==> src/core/pbop_pkg.sv <==
package pbop_pkg;

   // ****************************************************************
   // Register map
   // ****************************************************************
   localparam int unsigned PBOP_ADDR_W = 16;
   localparam int unsigned PBOP_DATA_W = 8;
   localparam logic [15:0] PBOP_OFS_CLK0 = 16'h0500;
   localparam logic [15:0] PBOP_OFS_CLK1 = 16'h0501;
   localparam logic [15:0] PBOP_OFS_FMT0 = 16'h0502;
   localparam logic [15:0] PBOP_OFS_FMT1 = 16'h0503;
   localparam logic [15:0] PBOP_OFS_SYNC = 16'h0504;
   localparam logic [15:0] PBOP_OFS_ALARM = 16'h0506;

   // ****************************************************************
   // Values after reset
   // ****************************************************************
   localparam logic [6:0] PBOP_RST_CLK = 7'h00;
   localparam logic [5:0] PBOP_RST_FMT = 6'h00;
   localparam logic [7:0] PBOP_RST_SYNC = 8'h77;
   localparam logic [1:0] PBOP_RST_ALARM = 2'h0;

   // ****************************************************************
   // Unit layout and counts
   // ****************************************************************
   localparam int unsigned PBOP_PORTS = 2;
   localparam int unsigned PBOP_DIV_W = 5;
   localparam int unsigned PBOP_BYTE_BITS = 8;
   localparam int unsigned PBOP_UNIT_MAX = 10;
   localparam int unsigned PBOP_LEN_W = 4;
   localparam logic [1:0] PBOP_FFLAG_ZERO = 2'h0;
   localparam logic [1:0] PBOP_FFLAG_TDM = 2'h1;

   // ****************************************************************
   // Carriers; field order follows the register bit order
   // ****************************************************************
   typedef struct packed {
      logic [PBOP_DIV_W-1:0] bit_clock_divisor;
      logic bit_clock_invert;
      logic bit_clock_free_run;
   } pbop_clk_cfg_s;

   typedef struct packed {
      logic [1:0] frame_flag_mode;
      logic frame_flag_enable;
      logic parity_sense;
      logic parity_enable;
      logic bit_order_select;
   } pbop_fmt_s;

   typedef struct packed {
      logic sync_error_pin_select;
      logic tdm_strobe_timing;
      logic channel_strobe_timing;
      logic byte_strobe_timing;
   } pbop_sync_s;

   typedef struct packed {
      logic [PBOP_BYTE_BITS-1:0] data;
      logic first_tdm;
      logic first_prc;
      logic error;
   } pbop_byte_s;

   typedef struct packed {
      logic bit_clock;
      logic data;
      logic byte_strobe;
      logic channel_frame_strobe;
      logic tdm_frame_strobe;
      logic frame_sync_or_error_pin;
   } pbop_pins_s;

endpackage : pbop_pkg

==> src/core/pbop_bit_clock.sv <==
`timescale 1ns/10ps
`default_nettype none
module pbop_bit_clock
   import pbop_pkg::*;
#(
   parameter int unsigned DIV_W = PBOP_DIV_W
)
(
   input wire logic clk_sys,
   input wire logic rst,
   input wire logic [DIV_W-1:0] divisor,
   input wire logic invert,
   input wire logic run,
   output logic bit_clock,
   output logic change_en,
   output logic sample_en
);
   logic [DIV_W-1:0] cnt_reg;
   logic level_reg;
   logic running_reg;
   logic tick;

   // ****************************************************************
   // Half period of divisor+1 cycles
   // ****************************************************************
   assign tick = running_reg && run && (cnt_reg == divisor);

   always_ff @(posedge clk_sys)
   begin
      if (rst || !run)
      begin
         cnt_reg <= '0;
         level_reg <= 1'b0;
      end
      else if (tick)
      begin
         cnt_reg <= '0;
         level_reg <= !level_reg;
      end
      else if (running_reg)
      begin
         cnt_reg <= cnt_reg + 1'b1;
      end
   end

   always_ff @(posedge clk_sys)
   begin
      if (rst)
         running_reg <= 1'b0;
      else
         running_reg <= run;
   end

   // Start cycle counts as a falling edge so data leads the first rise
   assign change_en = (run && !running_reg) || (tick && level_reg);
   assign sample_en = tick && !level_reg;

   always_ff @(posedge clk_sys)
   begin
      if (rst)
         bit_clock <= 1'b0;
      else if (!run)
         bit_clock <= invert;
      else
         bit_clock <= (tick ? !level_reg : level_reg) ^ invert;
   end

endmodule : pbop_bit_clock
`default_nettype wire

==> src/core/pbop_unit_builder.sv <==
`timescale 1ns/10ps
`default_nettype none
module pbop_unit_builder
   import pbop_pkg::*;
(
   input wire pbop_pkg::pbop_fmt_s fmt,
   input wire pbop_pkg::pbop_byte_s byte_in,
   output logic [PBOP_UNIT_MAX-1:0] unit_bits,
   output logic [PBOP_LEN_W-1:0] unit_len
);
   logic [PBOP_BYTE_BITS-1:0] ordered;
   logic parity_bit;
   logic flag_bit;

   // ****************************************************************
   // Bit order; index 0 goes out first
   // ****************************************************************
   for (genvar i = 0; i < PBOP_BYTE_BITS; i++)
   begin : g_order
      assign ordered[i] = fmt.bit_order_select ? byte_in.data[i] :
                          byte_in.data[PBOP_BYTE_BITS-1-i];
   end

   assign parity_bit = (^byte_in.data) ^ fmt.parity_sense;

   always_comb
   begin
      if (fmt.frame_flag_mode == PBOP_FFLAG_ZERO)
         flag_bit = 1'b0;
      else if (fmt.frame_flag_mode == PBOP_FFLAG_TDM)
         flag_bit = byte_in.first_tdm;
      else
         flag_bit = byte_in.first_prc;
   end

   // ****************************************************************
   // Data, then parity, then flag
   // ****************************************************************
   always_comb
   begin
      unit_bits = {2'b00, ordered};
      unit_len = 4'(PBOP_BYTE_BITS);
      if (fmt.parity_enable)
      begin
         unit_bits[PBOP_BYTE_BITS] = parity_bit;
         unit_len = 4'(PBOP_BYTE_BITS + 1);
      end
      if (fmt.frame_flag_enable)
      begin
         if (fmt.parity_enable)
            unit_bits[PBOP_BYTE_BITS+1] = flag_bit;
         else
            unit_bits[PBOP_BYTE_BITS] = flag_bit;
         unit_len = unit_len + 4'h1;
      end
   end

endmodule : pbop_unit_builder
`default_nettype wire

==> src/core/pbop_output_port.sv <==
// Overview of operation
// - Bit clock is master clock over 2*(divisor+1)
// - Invert bit sets output clock polarity inverted
// - Free-run off: clock toggles only while a byte is pending or shifting
// - Flag mode picks zero, first TDM, or PRC
// - Flag enable appends frame flag to each byte
// - Parity sense chooses even or odd parity
// - Parity enable appends parity bit per unit
// - Bit order selects MSB or LSB first
// - Pin select: TDM sync or error flag
// - TDM strobe on first bit or one earlier
// - Channel strobe on first bit or one earlier
// - Byte strobe on first bit or one earlier
// - Per-port alarm bit flags transmission errors
// - Reading alarm register clears both bits
// - Two independent ports, one shared sync register
`timescale 1ns/10ps
`default_nettype none
module pbop_output_port
   import pbop_pkg::*;
#(
   parameter int unsigned PORTS = PBOP_PORTS
)
(
   input wire logic clk_sys,
   input wire logic rst,
   input wire logic [PBOP_ADDR_W-1:0] reg_addr,
   input wire logic reg_wr,
   input wire logic reg_rd,
   input wire logic [PBOP_DATA_W-1:0] reg_wdata,
   output logic [PBOP_DATA_W-1:0] reg_rdata,
   input wire logic [PORTS-1:0] byte_valid,
   output logic [PORTS-1:0] byte_ready,
   input wire pbop_pkg::pbop_byte_s [PORTS-1:0] byte_in,
   output pbop_pkg::pbop_pins_s [PORTS-1:0] port_pins
);
   import pbop_pkg::*;

   // ****************************************************************
   // Configuration and status registers
   // ****************************************************************
   pbop_clk_cfg_s [PORTS-1:0] clk_cfg_reg;
   pbop_fmt_s [PORTS-1:0] fmt_reg;
   pbop_sync_s [PORTS-1:0] sync_reg;
   logic [PORTS-1:0] alarm_reg;
   logic [PORTS-1:0] alarm_set;
   logic [PORTS-1:0] alarm_next;
   logic alarm_read;

   assign alarm_read = reg_rd && (reg_addr == PBOP_OFS_ALARM);

   always_ff @(posedge clk_sys)
   begin
      if (rst)
      begin
         clk_cfg_reg <= {PORTS{PBOP_RST_CLK}};
         fmt_reg <= {PORTS{PBOP_RST_FMT}};
         sync_reg <= PBOP_RST_SYNC;
      end
      else if (reg_wr)
      begin
         unique case (reg_addr)
            PBOP_OFS_CLK0: clk_cfg_reg[0] <= reg_wdata[6:0];
            PBOP_OFS_CLK1: clk_cfg_reg[1] <= reg_wdata[6:0];
            PBOP_OFS_FMT0: fmt_reg[0] <= reg_wdata[5:0];
            PBOP_OFS_FMT1: fmt_reg[1] <= reg_wdata[5:0];
            PBOP_OFS_SYNC: sync_reg <= reg_wdata;
            default: ;
         endcase
      end
   end

   // A new error in the clearing read survives it
   always_comb
   begin
      alarm_next = alarm_reg;
      if (alarm_read)
         alarm_next = '0;
      alarm_next = alarm_next | alarm_set;
   end

   always_ff @(posedge clk_sys)
   begin
      if (rst)
         alarm_reg <= PBOP_RST_ALARM;
      else
         alarm_reg <= alarm_next;
   end

   // ****************************************************************
   // Read port; answer one cycle after the read strobe
   // ****************************************************************
   always_ff @(posedge clk_sys)
   begin
      if (rst)
         reg_rdata <= '0;
      else if (reg_rd)
      begin
         unique case (reg_addr)
            PBOP_OFS_CLK0: reg_rdata <= {1'b0, clk_cfg_reg[0]};
            PBOP_OFS_CLK1: reg_rdata <= {1'b0, clk_cfg_reg[1]};
            PBOP_OFS_FMT0: reg_rdata <= {2'b00, fmt_reg[0]};
            PBOP_OFS_FMT1: reg_rdata <= {2'b00, fmt_reg[1]};
            PBOP_OFS_SYNC: reg_rdata <= sync_reg;
            PBOP_OFS_ALARM: reg_rdata <= {6'h00, alarm_reg};
            default: reg_rdata <= '0;
         endcase
      end
   end

   // ****************************************************************
   // One serial engine per port
   // ****************************************************************
   for (genvar p = 0; p < PORTS; p++)
   begin : g_port
      pbop_byte_s pend_reg;
      logic pend_valid_reg;
      logic [PBOP_UNIT_MAX-1:0] shift_reg;
      logic [PBOP_LEN_W-1:0] rem_reg;
      logic active_reg;
      logic early_done_reg;
      logic data_reg;
      logic err_reg;
      logic byte_str_reg;
      logic chan_str_reg;
      logic tdm_str_reg;
      logic [PBOP_UNIT_MAX-1:0] unit_bits;
      logic [PBOP_LEN_W-1:0] unit_len;
      logic change_en;
      logic run;
      logic want_early;
      logic do_shift;
      logic do_load;
      logic do_lead;
      logic last_next;
      logic clk_out;

      pbop_unit_builder u_unit (
         .fmt(fmt_reg[p]),
         .byte_in(pend_reg),
         .unit_bits(unit_bits),
         .unit_len(unit_len)
      );

      // Gated clock stops after the falling edge that ends the stream
      assign run = clk_cfg_reg[p].bit_clock_free_run || active_reg || pend_valid_reg;

      pbop_bit_clock u_clk (
         .clk_sys(clk_sys),
         .rst(rst),
         .divisor(clk_cfg_reg[p].bit_clock_divisor),
         .invert(clk_cfg_reg[p].bit_clock_invert),
         .run(run),
         .bit_clock(clk_out),
         .change_en(change_en),
         .sample_en()
      );

      // Pending byte holds one unit ahead so early strobes can look at it
      assign byte_ready[p] = !pend_valid_reg;

      assign want_early = sync_reg[p].byte_strobe_timing
                          || (sync_reg[p].channel_strobe_timing && pend_reg.first_prc)
                          || (sync_reg[p].tdm_strobe_timing && pend_reg.first_tdm);
      assign do_shift = change_en && active_reg && (rem_reg > 4'h1);
      assign do_load = change_en && !do_shift && pend_valid_reg
                       && (early_done_reg || !want_early);
      assign do_lead = change_en && !do_shift && pend_valid_reg && !do_load;
      assign last_next = do_shift && (rem_reg == 4'h2);

      always_ff @(posedge clk_sys)
      begin
         if (rst)
         begin
            pend_reg <= '0;
            pend_valid_reg <= 1'b0;
         end
         else if (byte_valid[p] && !pend_valid_reg)
         begin
            pend_reg <= byte_in[p];
            pend_valid_reg <= 1'b1;
         end
         else if (do_load)
            pend_valid_reg <= 1'b0;
      end

      // Shift path moves only on the non-sampling edge
      always_ff @(posedge clk_sys)
      begin
         if (rst)
         begin
            shift_reg <= '0;
            rem_reg <= '0;
            active_reg <= 1'b0;
            data_reg <= 1'b0;
            err_reg <= 1'b0;
         end
         else if (do_shift)
         begin
            shift_reg <= shift_reg >> 1;
            data_reg <= shift_reg[1];
            rem_reg <= rem_reg - 4'h1;
         end
         else if (do_load)
         begin
            shift_reg <= unit_bits;
            data_reg <= unit_bits[0];
            rem_reg <= unit_len;
            active_reg <= 1'b1;
            err_reg <= pend_reg.error;
         end
         else if (change_en)
         begin
            active_reg <= 1'b0;
            data_reg <= 1'b0;
            rem_reg <= '0;
         end
      end

      // ****************************************************************
      // Strobes, each one bit period wide
      // ****************************************************************
      always_ff @(posedge clk_sys)
      begin
         if (rst)
         begin
            byte_str_reg <= 1'b0;
            chan_str_reg <= 1'b0;
            tdm_str_reg <= 1'b0;
            early_done_reg <= 1'b0;
         end
         else if (change_en)
         begin
            byte_str_reg <= 1'b0;
            chan_str_reg <= 1'b0;
            tdm_str_reg <= 1'b0;
            if (do_load)
            begin
               early_done_reg <= 1'b0;
               byte_str_reg <= !sync_reg[p].byte_strobe_timing;
               chan_str_reg <= !sync_reg[p].channel_strobe_timing && pend_reg.first_prc;
               tdm_str_reg <= !sync_reg[p].tdm_strobe_timing && pend_reg.first_tdm;
            end
            else if (do_lead || (last_next && pend_valid_reg))
            begin
               // No gap between units unless the next byte arrives late
               early_done_reg <= 1'b1;
               byte_str_reg <= sync_reg[p].byte_strobe_timing;
               chan_str_reg <= sync_reg[p].channel_strobe_timing && pend_reg.first_prc;
               tdm_str_reg <= sync_reg[p].tdm_strobe_timing && pend_reg.first_tdm;
            end
         end
      end

      assign alarm_set[p] = do_load && pend_reg.error;

      always_comb
      begin
         port_pins[p].bit_clock = clk_out;
         port_pins[p].data = data_reg;
         port_pins[p].byte_strobe = byte_str_reg;
         port_pins[p].channel_frame_strobe = chan_str_reg;
         port_pins[p].tdm_frame_strobe = tdm_str_reg;
         port_pins[p].frame_sync_or_error_pin = sync_reg[p].sync_error_pin_select ?
                                                err_reg : tdm_str_reg;
      end
   end

endmodule : pbop_output_port
`default_nettype wire

==> config.mk <==
export PLATFORM = sky130hd
export DESIGN_NAME = pbop_output_port
export DESIGN_NICKNAME = d
export VERILOG_FILES = /design/src/core/pbop_pkg.sv /design/src/core/pbop_bit_clock.sv /design/src/core/pbop_unit_builder.sv /design/src/core/pbop_output_port.sv
export SDC_FILE = /design/constraint.sdc
export NUM_CORES = 1
export LEC_CHECK = 0
export BUFFER_PORTS_ARGS = -buffer_cell sky130_fd_sc_hd__clkbuf_2
export CORE_ASPECT_RATIO = 1.5
export CORE_MARGIN = 10
export CORE_UTILIZATION = 55
export CTS_CLUSTER_DIAMETER = 50
export DETAILED_ROUTE_END_ITERATION = 10
export GPL_TIMING_DRIVEN = 1
export PLACE_DENSITY = 0.76
export REMOVE_ABC_BUFFERS = 1
export SYNTH_ARGS = -nofsm -noshare
export SYNTH_HDL_FRONTEND = slang
export SYNTH_SLANG_ARGS = --single-unit
export TNS_END_PERCENT = 20
==> constraint.sdc <==
create_clock -name clk_sys -period 3.12 [get_ports clk_sys]
set_input_delay 0.312 -clock clk_sys [delete_from_list [all_inputs] [get_ports clk_sys]]
set_output_delay 0.312 -clock clk_sys [all_outputs]
set_load 0.05 [all_outputs]
==> qor.yml <==
timing:
  slew_violations: 0
  fin_hold_ws_ns: 0.1184
  final-setup-viol-count: 0
  fmax_mhz: 374.7
  worst_slew_pin_slew_ns: 0.7889
  tns_ns: 0
  hold_violations: 0
  slew_headroom: 0.4718
  rsz0062_at_grt: "false"
  min_period_ns: 2.669
  period_share: 0.8555
  worst_clock_skew_ns: 0.007633
cts:
  clkTransAtPathRegs_ns: 0.05
  cts_setup_buffers: 0
  cts_resized: 0
  clock_sinks: 124
  clk_latency_ns: 0.41
  max-clock-path-buffers: 2
  ctsRootBufferMaster: "clkbuf_16"
  tritoncts: "done"
  h-tree-depth: 4
  cts_buffers: 17
  hold_buffers: 0
floorplan:
  core-area_sq_um: 10650
  initial_core_util: 0.5686
  die_w_um: 105.7
  io_pins: 74
  die_area_sq_um: 15690
  rows: 46
  die_y_um: 148.5
detailed_routing:
  drc_errors: 0
  wl_um: 15550
  vias: 5176
  drtIter0Drc: 260
  viasPerCell: 5.835
  drt-wirelength-per-cell_um: 17.53
  dr.pass1.iters: 5
  ant_nets: 0
flow_run:
  drv_cap: 0
synthesis:
  ys_seq_area_frac: 0.4100
  synth_adder_area_share: 0.02480
  synth_top_family_by_area: "simple AND/OR/NAND/NOR gates"
  synth-main-ff-cell: "dfxtp_1"
  synthesis.area_sq_um: 6055
  synth_xor_xnor_area_share: 0.05290
  synth.top_cell.area_share: 0.4100
  synthTopCellsByArea: "dfxtp_1 (41%), mux2i_1 (6.0%), nand2_1 (5.0%), mux2_2 (4.8%), a21oi_1 (4.5%)"
  synthMuxAreaShare: 0.1079
  ys_ff_latch: 124
  syn_avg_cell_area_sq_um: 8.943
  netlist_instances: 677
  async_flop_share: 0
  synth_common_cells: "dfxtp_1 (124), nand2_1 (81), nor2_1 (73)"
  yosysMostFrequentCell: "dfxtp_1"
  yosys.area_share.simple: 0.2157
  synth_edf_count: 0
  yosysTopAreaCell: "dfxtp_1"
  synth_cell_types: 57
  yosys_warnings: 0
  synth_compound_area_frac: 0.1401
layout:
  area_growth_pct: 15.19
  nNetsFinal: 795
  final_core_util: 0.6550
  drive_above_1_share: 0.1978
  antenna_cells: 0
  fin_area_sq_um: 6974
  n_fill_cell: 890
  multiInputGateArea_sq_um: 3278
  largest_register_ffs: 22
  regArea_sq_um: 2482
power:
  ir_drop_uv: 412.2
  power.density_nw_per_um2: 566.9
  p_total_mw: 3.954
  p_leak_nw: 2.812
worst_setup_path:
  path_max_fanout: 10
  path_class: "register to register"
  setup.worst_path.start_class: "register"
  cp.required_ns: 3.45
  worstPathArrival_ns: 3.00
  crit_path_end_kind: "register"
placement:
  routabilityCongestion: 0.9457
  hpwlAfterDp_um: 11540
  port-buffer-count: 73
  placed_area_sq_um: 6395
global_routing:
  grt_pass1_vias: 5306
  grt_usage: 0.1990
  grt_start_max_net_pins: 70
  antenna_found_initial: 0
  grt_pass1_wl_um: 25560
  overflow: 0
worst_hold_path:
  min-delay-path-class: "input pin to register"
status:
  outcome: "finished clean"
stage by stage:
step	worst slack [ns]	instances
detailed placement	0.5271	856
floorplan	0.7898	632
CTS	0.4694	887
finish	0.4510	887
global placement	0.6293	856
global route	0.2519	887
metal layers:
metal	track usage	vias up	wire length, um
li1	-	2501	-
met1	0.1943	2462	5802
met2	0.3769	166	8540
met3	0.04369	47	678
met4	0.1053	0	524
met5	0	-	0
placed cells by master, fill, tap and decap left out, types with 11 or more instances in the layout:
cell type    n
a21oi_1     55
a22oi_1     12
clkbuf_16   17
clkbuf_2    72
dfxtp_1    124
ha_1        12
mux2_2      26
mux2i_1     36
nand2_1     81
nand3_1     21
nand4_1     15
nor2_1      73
nor2b_1     11
nor3_1      14
o21ai_0     15
xnor2_1     18
xor2_1      16
logic make-up (layout without fill, tap and decap cells):
family                   after synthesis  count (layout)
AO/OA/AOI/OAI                        133             133
XOR/XNOR                              35              35
adder cells (fa/ha/maj)               12              12
buffers and inverters                 54             120
flip-flops                           124             124
multiplexers                          62              62
AND/OR/NAND/NOR                      257             257
worst paths after layout:
path | startpoint | end | slack, ns | depth (start not counted)
hold / removal | byte_in[4] | g_port[0].pend_reg[4]$_SDFFE_PP0P_ | 0.12 | 3
hold reg to reg | alarm_reg[0]$_SDFF_PP0_ | alarm_reg[0]$_SDFF_PP0_ | 0.46 | 2
setup reg to reg | g_port[1].u_clk.cnt_reg[3]$_SDFFE_PP0P_ | g_port[1].data_reg$_SDFFE_PP0P_ | 0.45 | 11
setup / recovery | g_port[1].u_clk.cnt_reg[3]$_SDFFE_PP0P_ | g_port[1].data_reg$_SDFFE_PP0P_ | 0.45 | 11
final cells by class:
cell class | instances | area share
clock inverters | 7 | 0.01256
well taps | 144 | 0.02583
flip-flops and latches | 124 | 0.3559
clock buffers | 24 | 0.07051
multi-input cells | 499 | 0.4700
repair buffers | 80 | 0.06028
inverters | 9 | 0.004844
power by group:
group	switching (mW)	internal, mW	total (mW)
clock network	0.663	1.25	1.91
registers	0.0446	1.63	1.67
logic	0.233	0.138	0.371
worst max-delay path, cell delays in order, from the launching register on:
cell	delay, ns
dfxtp_1	0.34
xor2_1	0.17
nor4_1	0.32
nand3_1	0.14
nor2_1	0.13
ha_1	0.24
nand2b_1	0.19
nand2_1	0.09
nor3_2	0.45
buf_4	0.27
a221oi_1	0.08
nor3_1	0.15
Note: power is estimated with default switching activity, not from simulation.
